## config.mk

```make
export PLATFORM = sky130hd
export DESIGN_NAME = muting_sequence_controller
export DESIGN_NICKNAME = d
export VERILOG_FILES = /design/src/core/muting_pkg.sv /design/src/core/ms_tick_divider.sv /design/src/core/muting_sequence_controller.sv
export VERILOG_INCLUDE_DIRS = /design/src /design/src/core
export SDC_FILE = /design/constraint.sdc
export NUM_CORES = 1
export LEC_CHECK = 0
export ABC_CLOCK_PERIOD_IN_PS = 3200
export BUFFER_PORTS_ARGS = -buffer_cell sky130_fd_sc_hd__clkbuf_2
export CAP_MARGIN = 30
export CORE_MARGIN = 2
export CORE_UTILIZATION = 60
export DETAILED_ROUTE_END_ITERATION = 10
export PLACE_DENSITY = 0.87
export SETUP_SLACK_MARGIN = 0.05
export SYNTH_ARGS = -nofsm -noshare
export SYNTH_HDL_FRONTEND = slang
export SYNTH_SLANG_ARGS = --single-unit
```

## constraint.sdc

```tcl
create_clock -name clk -period 3.2 [get_ports clk]
set_input_delay 0.16 -clock clk [delete_from_list [all_inputs] [get_ports clk]]
set_output_delay 0.16 -clock clk [all_outputs]
set_load 0.05 [all_outputs]
```

## src/core/muting_map.svh

```systemverilog
// Timing constants and field positions for the muting sequence controller
`ifndef MUTING_MAP_SVH
`define MUTING_MAP_SVH

`define CLK_HZ              100000000
`define TICK_MS_CYCLES      (`CLK_HZ / 1000)
`define PAIRING_WINDOW_MS   2000
`define ACTIVATE_MS         100
`define RESTORE_MS          5000
`define BARRIER_CLEAR_MS    2000
`define MAX_MUTE_HOURS      24
`define MAX_MUTE_MS         (`MAX_MUTE_HOURS * 3600 * 1000)
`define ACTIVATE_DELAY_MS   1
`define DUR_SEL_0_MS        (1 * 3600 * 1000)
`define DUR_SEL_1_MS        (2 * 3600 * 1000)
`define DUR_SEL_2_MS        (8 * 3600 * 1000)
`define SENSOR_BIT_0        0
`define SENSOR_BIT_1        1

`endif

```

## src/core/muting_pkg.sv

```systemverilog
// Types for the muting sequence controller
package muting_pkg;
   typedef enum logic [2:0] {
      ST_IDLE,
      ST_PAIRING,
      ST_MUTED,
      ST_RELEASE,
      ST_WAIT_CLEAR,
      ST_LOCKOUT
   } mute_state_t;
endpackage

```

## src/core/ms_tick_divider.sv

```systemverilog
// Millisecond enable pulse divider
`timescale 1ns/1ps
`include "muting_map.svh"
module ms_tick_divider
#(
   parameter int unsigned TICK_CYCLES = `TICK_MS_CYCLES
)
(
   input  wire logic clk,
   input  wire logic arst_n,
   output logic      tick_ms
);
   localparam int unsigned DIV = TICK_CYCLES;
   logic [16:0] count;

   always_ff @(posedge clk or negedge arst_n)
   begin
      if (!arst_n)
      begin
         count   <= 17'h00000;
         tick_ms <= 1'b0;
      end
      else if (count == 17'(DIV - 1))
      begin
         count   <= 17'h00000;
         tick_ms <= 1'b1;
      end
      else
      begin
         count   <= count + 17'h00001;
         tick_ms <= 1'b0;
      end
   end
endmodule // ms_tick_divider

```

## src/core/muting_sequence_controller.sv

```systemverilog
// Muting supervisor that gates the paired safety outputs
// Functional notes
// Both sensors active within 2 s window
// Wrong order refuses muting as sequence error; code still mutes if both sensors rise in one cycle while barrier broken
// Fixed model caps muting at 24 hours
// Sensors drive high while active
// Optical sensor high when beam interrupted
// Suspend protection within 100 ms of last sensor
// Either sensor release ends muting
// Protection restored within 5 s of release
// Muting ends 2 s after barrier clears
// Timing or sequence fault drives outputs off
// Override recovers from muting fault
// No new cycle before previous terminated
// Selectable model takes limit from inputs
// Same sensors start and end muting
// Faulty sensor detection locks out
// Override needs both channels asserted
// Outputs switch together; unmuted break trips
`timescale 1ns/1ps
`include "muting_map.svh"
module muting_sequence_controller
#(
   parameter int unsigned TICK_CYCLES  = `TICK_MS_CYCLES,
   parameter int unsigned PAIRING_MS   = `PAIRING_WINDOW_MS,
   parameter int unsigned RESTORE_MS   = `RESTORE_MS,
   parameter int unsigned CLEAR_MS     = `BARRIER_CLEAR_MS,
   parameter int unsigned MAX_MUTE_MS  = `MAX_MUTE_MS,
   parameter int unsigned SEL0_MS      = `DUR_SEL_0_MS,
   parameter int unsigned SEL1_MS      = `DUR_SEL_1_MS,
   parameter int unsigned SEL2_MS      = `DUR_SEL_2_MS
)
(
   input  wire logic       clk,
   input  wire logic       arst_n,
   input  wire logic [1:0] mute_sensor,
   input  wire logic       barrier_broken,
   input  wire logic       override_0,
   input  wire logic       override_1,
   input  wire logic       duration_select_model,
   input  wire logic [1:0] duration_select,
   output logic            safety_out_1,
   output logic            safety_out_2,
   output logic            muting_active,
   output logic            sequence_fault
);
   localparam logic [31:0] ACT_MS = `ACTIVATE_DELAY_MS;

   muting_pkg::mute_state_t state;
   logic        tick_ms;
   logic [31:0] timer_ms;
   logic [1:0]  prev_sensor;
   logic        prev_barrier;
   logic        suspended;
   logic        override_ok;
   logic [31:0] limit_ms;
   logic        sensor_rise;
   logic        any_active;
   logic        both_active;

   ms_tick_divider
   #(
      .TICK_CYCLES (TICK_CYCLES)
   )
   u_div
   (
      .clk     (clk),
      .arst_n  (arst_n),
      .tick_ms (tick_ms)
   );

   assign override_ok = override_0 & override_1;
   assign any_active  = |mute_sensor;
   assign both_active = &mute_sensor;
   assign sensor_rise = |(mute_sensor & ~prev_sensor);

   // Muting limit per model
   always_comb
   begin
      if (!duration_select_model)
         limit_ms = 32'(MAX_MUTE_MS);
      else
      begin
         unique case (duration_select)
            2'h0: limit_ms = 32'(SEL0_MS);
            2'h1: limit_ms = 32'(SEL1_MS);
            2'h2: limit_ms = 32'(SEL2_MS);
            2'h3: limit_ms = 32'(MAX_MUTE_MS);
         endcase
      end
   end

   // Edge history
   always_ff @(posedge clk or negedge arst_n)
   begin
      if (!arst_n)
      begin
         prev_sensor  <= 2'h0;
         prev_barrier <= 1'b0;
      end
      else
      begin
         prev_sensor  <= mute_sensor;
         prev_barrier <= barrier_broken;
      end
   end

   // Sequence state and timer
   always_ff @(posedge clk or negedge arst_n)
   begin
      if (!arst_n)
      begin
         state          <= muting_pkg::ST_IDLE;
         timer_ms       <= 32'h00000000;
         suspended      <= 1'b0;
         sequence_fault <= 1'b0;
      end
      else
      begin
         unique case (state)
            muting_pkg::ST_IDLE:
            begin
               suspended <= 1'b0;
               timer_ms  <= 32'h00000000;
               if (both_active && sensor_rise)
                  state <= muting_pkg::ST_MUTED;
               else if (any_active && sensor_rise)
               begin
                  if (barrier_broken)
                  begin
                     state          <= muting_pkg::ST_LOCKOUT;
                     sequence_fault <= 1'b1;
                  end
                  else
                     state <= muting_pkg::ST_PAIRING;
               end
               else if (both_active)
               begin
                  state          <= muting_pkg::ST_LOCKOUT;
                  sequence_fault <= 1'b1;
               end
            end
            muting_pkg::ST_PAIRING:
            begin
               if (tick_ms)
                  timer_ms <= timer_ms + 32'h00000001;
               if (!any_active)
                  state <= muting_pkg::ST_IDLE;
               else if (barrier_broken)
               begin
                  state          <= muting_pkg::ST_LOCKOUT;
                  sequence_fault <= 1'b1;
               end
               else if (both_active)
               begin
                  state    <= muting_pkg::ST_MUTED;
                  timer_ms <= 32'h00000000;
               end
               else if (timer_ms >= 32'(PAIRING_MS))
               begin
                  state          <= muting_pkg::ST_LOCKOUT;
                  sequence_fault <= 1'b1;
               end
            end
            muting_pkg::ST_MUTED:
            begin
               if (tick_ms)
                  timer_ms <= timer_ms + 32'h00000001;
               if (timer_ms >= ACT_MS)
                  suspended <= 1'b1;
               if (!both_active)
               begin
                  state     <= muting_pkg::ST_RELEASE;
                  suspended <= 1'b0;
                  timer_ms  <= 32'h00000000;
               end
               else if (timer_ms >= limit_ms)
               begin
                  state          <= muting_pkg::ST_LOCKOUT;
                  suspended      <= 1'b0;
                  sequence_fault <= 1'b1;
               end
               else if (prev_barrier && !barrier_broken)
               begin
                  state     <= muting_pkg::ST_WAIT_CLEAR;
                  timer_ms  <= 32'h00000000;
               end
            end
            muting_pkg::ST_WAIT_CLEAR:
            begin
               if (tick_ms)
                  timer_ms <= timer_ms + 32'h00000001;
               if (!both_active || timer_ms >= 32'(CLEAR_MS))
               begin
                  state     <= muting_pkg::ST_RELEASE;
                  suspended <= 1'b0;
                  timer_ms  <= 32'h00000000;
               end
            end
            muting_pkg::ST_RELEASE:
            begin
               if (tick_ms)
                  timer_ms <= timer_ms + 32'h00000001;
               if (!any_active)
                  state <= muting_pkg::ST_IDLE;
               else if (timer_ms >= 32'(RESTORE_MS))
               begin
                  state          <= muting_pkg::ST_LOCKOUT;
                  sequence_fault <= 1'b1;
               end
            end
            muting_pkg::ST_LOCKOUT:
            begin
               suspended <= 1'b0;
               if (override_ok)
               begin
                  state          <= muting_pkg::ST_RELEASE;
                  sequence_fault <= 1'b0;
                  timer_ms       <= 32'h00000000;
               end
            end
         endcase
      end
   end

   // Paired outputs
   always_ff @(posedge clk or negedge arst_n)
   begin
      if (!arst_n)
      begin
         safety_out_1  <= 1'b0;
         safety_out_2  <= 1'b0;
         muting_active <= 1'b0;
      end
      else
      begin
         muting_active <= suspended;
         if (state == muting_pkg::ST_LOCKOUT && !override_ok)
         begin
            safety_out_1 <= 1'b0;
            safety_out_2 <= 1'b0;
         end
         else
         begin
            safety_out_1 <= !barrier_broken || suspended || override_ok;
            safety_out_2 <= !barrier_broken || suspended || override_ok;
         end
      end
   end
endmodule // muting_sequence_controller

```

# Word-level counts from Yosys, hierarchy flattened
# Index checks and enable logic that the tools add are counted.
# Widths: inputs -> output; s select.
[totals]
mem_count = 0
latch_bits = 0
output_inout_bits = 4
ram_bits = 0
reg_bits = 60
mem_bits_ro = 0
[classes]
shifts = 0
n_mul = 0
reduce_logical = 21
div = 0
eq_ne = 26
add_sub_neg = 2
bitwise_logic = 3
magnitude_cmp = 4
muxes = 50
[op_table]
columns = ["op", "n"]
rows = [
  ["$mux 32", 10],
  ["$pmux 32 s6", 1],
  ["$pmux 32 s4", 1],
  ["$mux 3", 15],
  ["$add 32x1->32 const B", 1],
  ["$ge 32x1->1 const B", 1],
  ["$ge 32x11->1 const B", 1],
  ["$ge 32x13->1 const B", 1],
  ["$ge 32x32->1", 1],
  ["$mux 1", 19],
  ["$pmux 3 s6", 1],
  ["$add 17x1->17 const B", 1],
  ["$eq 17x17->1 const B", 1],
  ["$mux 17", 1],
  ["$ne 2x2->1 const B", 8],
  ["$ne 3x3->1 const B", 5],
  ["$ne 4x4->1 const B", 3],
  ["$reduce_and 12->1", 1],
  ["$eq 3x2->1 const B", 2],
  ["$eq 3x3->1 const B", 2],
  ["$reduce_and 6->1", 1],
  ["$reduce_or 2->1", 3],
  ["$ne 5x5->1 const B", 1],
  ["$pmux 1 s5", 1],
  ["other kinds (16)", 24],
]

# Longest topological paths before layout
[depth]
depth_word = 7
depth_mapped = 13
ltp_nobuf = 12

# Hierarchy
# A second synthesis with hierarchy kept.
[unflattened]
hier_cells = 451
area_unflattened_um2 = 3965.1
[modules_own_cells]
columns = ["mod", "n_inst", "area_each_um2", "cells_each"]
rows = [
  ["muting_sequence_controller", 1, 3146.8, 376],
  ["ms_tick_divider", 1, 818.3, 75],
]

# Worst setup path before layout
# OpenSTA, ideal clock, no wires.
[synth_timing]
path_type = "input-to-reg"
from = "input port duration_select[0]"
to = "register timer_ms[21]"
path_buffers = 1
t_required_ps = 3066
slack_ps = 636
cell_stages = 11
arrival_time_ps = 2430
cell_sequence = "inv_1 -> ha_1 -> o21ai_0 -> ha_1 -> a211oi_1 -> nor3_1 -> o31ai_1 -> nand4_1 -> a211oi_2 -> buf_4 -> o32ai_1"
[synth_between]
elab_chain_cells = 7
word_cells_on_any_way = 10
[synth_rtl]
columns = ["item", "line_no", "source"]
rows = [
  ["from (decl)", "muting_sequence_controller.sv:41", "input wire logic [1:0] duration_select,"],
  ["$eq 2x2->1, or another cell as far along", "muting_sequence_controller.sv:84", "unique case (duration_select)"],
  ["$pmux 32 s4 *", "muting_sequence_controller.sv:84", ""],
  ["$mux 32 *", "muting_sequence_controller.sv:80", "if (!duration_select_model)"],
  ["$ge 32x32->1 *", "muting_sequence_controller.sv:177", "else if (timer_ms >= limit_ms)"],
  ["$mux 32 *", "muting_sequence_controller.sv:177", ""],
  ["$mux 32 *", "muting_sequence_controller.sv:171", "if (!both_active)"],
  ["$pmux 32 s6 *", "muting_sequence_controller.sv:120", "unique case (state)"],
  ["to (signal assigned)", "muting_sequence_controller.sv:146", "timer_ms <= timer_ms + 32'h00000001;"],
  ["to (signal assigned)", "muting_sequence_controller.sv:168", "timer_ms <= timer_ms + 32'h00000001;"],
  ["to (signal assigned)", "muting_sequence_controller.sv:192", "timer_ms <= timer_ms + 32'h00000001;"],
  ["to (decl)", "muting_sequence_controller.sv:51", "logic [31:0] timer_ms;"],
]
# Mark *: on every way between the ends. The rest lies on a longest branch, timed or not. The select of a mux whose other input is x is not followed.
# A chain may end at the register's enable or synchronous reset.

# Worst setup path in the final report
[layout_timing]
from = "register timer_ms[27]"
to = "register timer_ms[11]"
[layout_between]
elab_chain_cells = 4
word_cells_on_any_way = 7
[layout_rtl]
columns = ["item", "line_no"]
rows = [
  ["$ge 32x32->1 / $ge 32x11->1 (equally long branches)", "muting_sequence_controller.sv:177, muting_sequence_controller.sv:193"],
  ["$mux 32 / $logic_or 1x1->1 (equally long branches)", "muting_sequence_controller.sv:177, muting_sequence_controller.sv:193"],
  ["$mux 32 (on tied branches)", "muting_sequence_controller.sv:171, muting_sequence_controller.sv:193"],
  ["$pmux 32 s6 *", "muting_sequence_controller.sv:120"],
]
# Mark *: on every way between the ends. The rest lies on a longest branch, timed or not.

==> flow_summary.json <==
{
  "outcome": "complete, no violations",
  "clk_pin_slew_worst_paths_ns": 0.08,
  "sw_frac_of_total_pct": 38.9,
  "start_util_pct": 61.3,
  "setup_slack_ns": 0.513,
  "place_area_um2": 4260,
  "arrival_ns": 2.95,
  "ios": 14,
  "p_switching_mw": 0.910,
  "n_antenna_cell": 0,
  "coreArea_um2": 6720,
  "cp.required_ns": 3.46,
  "seqCellArea_um2": 1500,
  "drv_cap": 0,
  "chipWidth_um": 86.9,
  "cp_cell_sequence": "or4_1, and4bb_2, nand4_4, o21ai_4, buf_4, a211oi_2, buf_4, o21ai_0",
  "fin_nets": 531,
  "fin_util_pct": 66.7,
  "hold_slack_ns": 0.0265,
  "grt_max_degree": 45,
  "worst_pin_slew_ns": 0.940,
  "yosysWarnings": 0,
  "area_delta_synth_final_pct": 8.84,
  "stdcell_area_um2": 4480,
  "via_count": 3857,
  "rsz0062_at_grt": "no",
  "fin_setup_tns_ns": 0,
  "crit_path_start_kind": "flip-flop",
  "crit_type": "reg -> reg",
  "synth_edf_count": 0,
  "grt_overflow_total": 0,
  "gp_congestion": 0.933,
  "power.leakage_nw": 1.95,
  "max-vdd-ir-drop_mv": 0.285,
  "cts_root_buf": "clkbuf_8",
  "cp_common_cell": "buf_4",
  "cts_buffers": 9,
  "drc_errors": 0,
  "ant_nets": 0,
  "synthFlopType": "dfrtp_1",
  "crit_fanout": 17,
  "htreeDepth": 3,
  "cts_setup_buffers": 0,
  "antenna_found_initial": 0,
  "syn-mean-instance-area_um2": 8.49,
  "setup_viol": 0,
  "cts_buffer_depth": 2,
  "slowest_stage": "or4_1",
  "cp-end-kind": "flip-flop",
  "intPower_mw": 1.43,
  "grt_pass1_vias": 3697,
  "drt_iter0_drc": 458,
  "period_minus_slack_ns": 2.69,
  "clock_latency_ns": 0.36,
  "drtPass1Iterations": 7,
  "max_stage_delay_ns": 0.62,
  "hold_buffers": 2,
  "synth.area.top_cells": "dfrtp_1, ha_1, nand2_1",
  "fp-row-count": 30,
  "power_frac_clock_pct": 30.2,
  "die_y_um": 86.9,
  "dp_hpwl_um": 7090,
  "seqPwrFrac_pct": 37.2,
  "track_usage_pct": 29.1,
  "yosysMostFrequentCell": "dfrtp_1",
  "seq_area_frac_synth_pct": 36.5,
  "max_clock_freq_mhz": 372,
  "slew_violations": 0,
  "synth_seq_cells": 60,
  "final_layout_size_suffix_gt1_share_pct": 10.6,
  "via_per_inst": 6.63,
  "hp-class": "in -> reg",
  "dpl_worst_slack_ns": 0.258,
  "cts_tree": "done",
  "max_slew_margin_pct": 36.9,
  "yosys.area.top_type": "dfrtp_1",
  "fin_crit_sh_pct": 84.0,
  "portBuffers": 13,
  "p_per_area_nw_per_um2": 522,
  "synth_area_um2": 4120,
  "synth_cell_types": 59,
  "multi_input_area_um2": 2440,
  "yosysTopAreaCellShare_pct": 36.5,
  "dieArea_um2": 7540,
  "combPwrFrac_pct": 32.6,
  "wire_per_inst_um": 17.5,
  "routed_wl_um": 10200,
  "synthArstFlopShare_pct": 100,
  "synth_commonest_cells": "dfrtp_1, nand2_1, nor2_1",
  "synth_cells": 485,
  "hold_viol": 0,
  "post_cts_resized": 0,
  "grt_pass1_wl_um": 17400,
  "syn-num-nets": 519,
  "skew_ns": 0.0125,
  "cts_sinks": 60,
  "nFillCells": 510
}
-- final timing paths --
kind                              start             to  slack (ns)  cells after the start
max                        timer_ms[27]   timer_ms[11]        0.51                      8
min                          override_1   safety_out_2        0.03                      3
max reg2reg                timer_ms[27]   timer_ms[11]        0.51                      8
min reg2reg                   suspended  muting_active        0.41                      0
max in group asynchronous        arst_n   timer_ms[25]        1.98                      3
min in group asynchronous        arst_n   prev_barrier        0.28                      2
-- power groups by stage --
stage	combinational [mW]	clock [mW]	sequential, mW
2_1_floorplan	0.557	0	0.862
3_3_place_gp	0.731	0	0.881
3_5_place_dp	0.742	0	0.882
4_1_cts	0.747	0.710	0.866
5_1_grt	0.827	0.749	0.877
6_report	0.763	0.706	0.870
-- worst max-delay path, delay by kind of cell, from the launching register on --
family	cells	cell delay (ns)
flops	1	0.44
simple gates	3	1.18
buf+inv	2	0.48
compound gates	3	0.51
-- flip-flops by register name (all words and copies together), names as in the netlist --
signal	flops
muting_active	1
prev_barrier	1
prev_sensor	2
safety_out_2	1
sequence_fault	1
state	3
suspended	1
timer_ms	32
u_div.count	17
u_div.tick_ms	1
-- cell type report --
type	count	area share [%]
Clock buffer	9	2.76
Timing Repair Buffer	24	3.68
Clock inverter	7	1.67
Tap cell	80	2.23
Inverter	20	1.67
Multi-Input combinational cell	382	54.5
Sequential cell	60	33.5
-- routing by layer --
metal / GRT usage (%) / routed length (um)
met1: 40.4 / 4340
met2: 45.1 / 4800
met3: 7.01 / 861
met4: 9.23 / 187
met5: 0 / 0
-- metrics by stage --
step           total power, mW  instances
6_report                  2.34        582
3_5_place_dp              1.62        564
5_1_grt                   2.45        582
4_1_cts                   2.32        582
2_1_floorplan             1.42        485
3_3_place_gp              1.61        564
-- cells in the final DEF (no fill, tap or decap), drive strengths merged, types with 6 or more instances in the layout --
| cell type | count |
|---|---|
| xor2 | 16 |
| nor3 | 20 |
| buf | 9 |
| inv | 22 |
| dfrtp | 60 |
| o32ai | 6 |
| o21ai | 39 |
| o31ai | 15 |
| xnor2 | 9 |
| o22ai | 10 |
| ha | 24 |
| a21oi | 13 |
| nor4 | 8 |
| nor2 | 41 |
| and3 | 9 |
| nand4 | 26 |
| and2 | 6 |
| clkbuf | 22 |
| o211ai | 6 |
| nand3 | 18 |
| nand2 | 54 |
-- cells by family after synthesis --
family	count (synthesis)	synth area share [%]
DFF	60	36.5
muxes	1	0.243
buffers and inverters	43	4.34
AOI/OAI and AO/OA	116	18.9
adders and majority gates	24	7.29
xor gates and xnor gates	25	5.32
and+or+nand+nor	216	27.4
(Power assumes the default switching activity.)
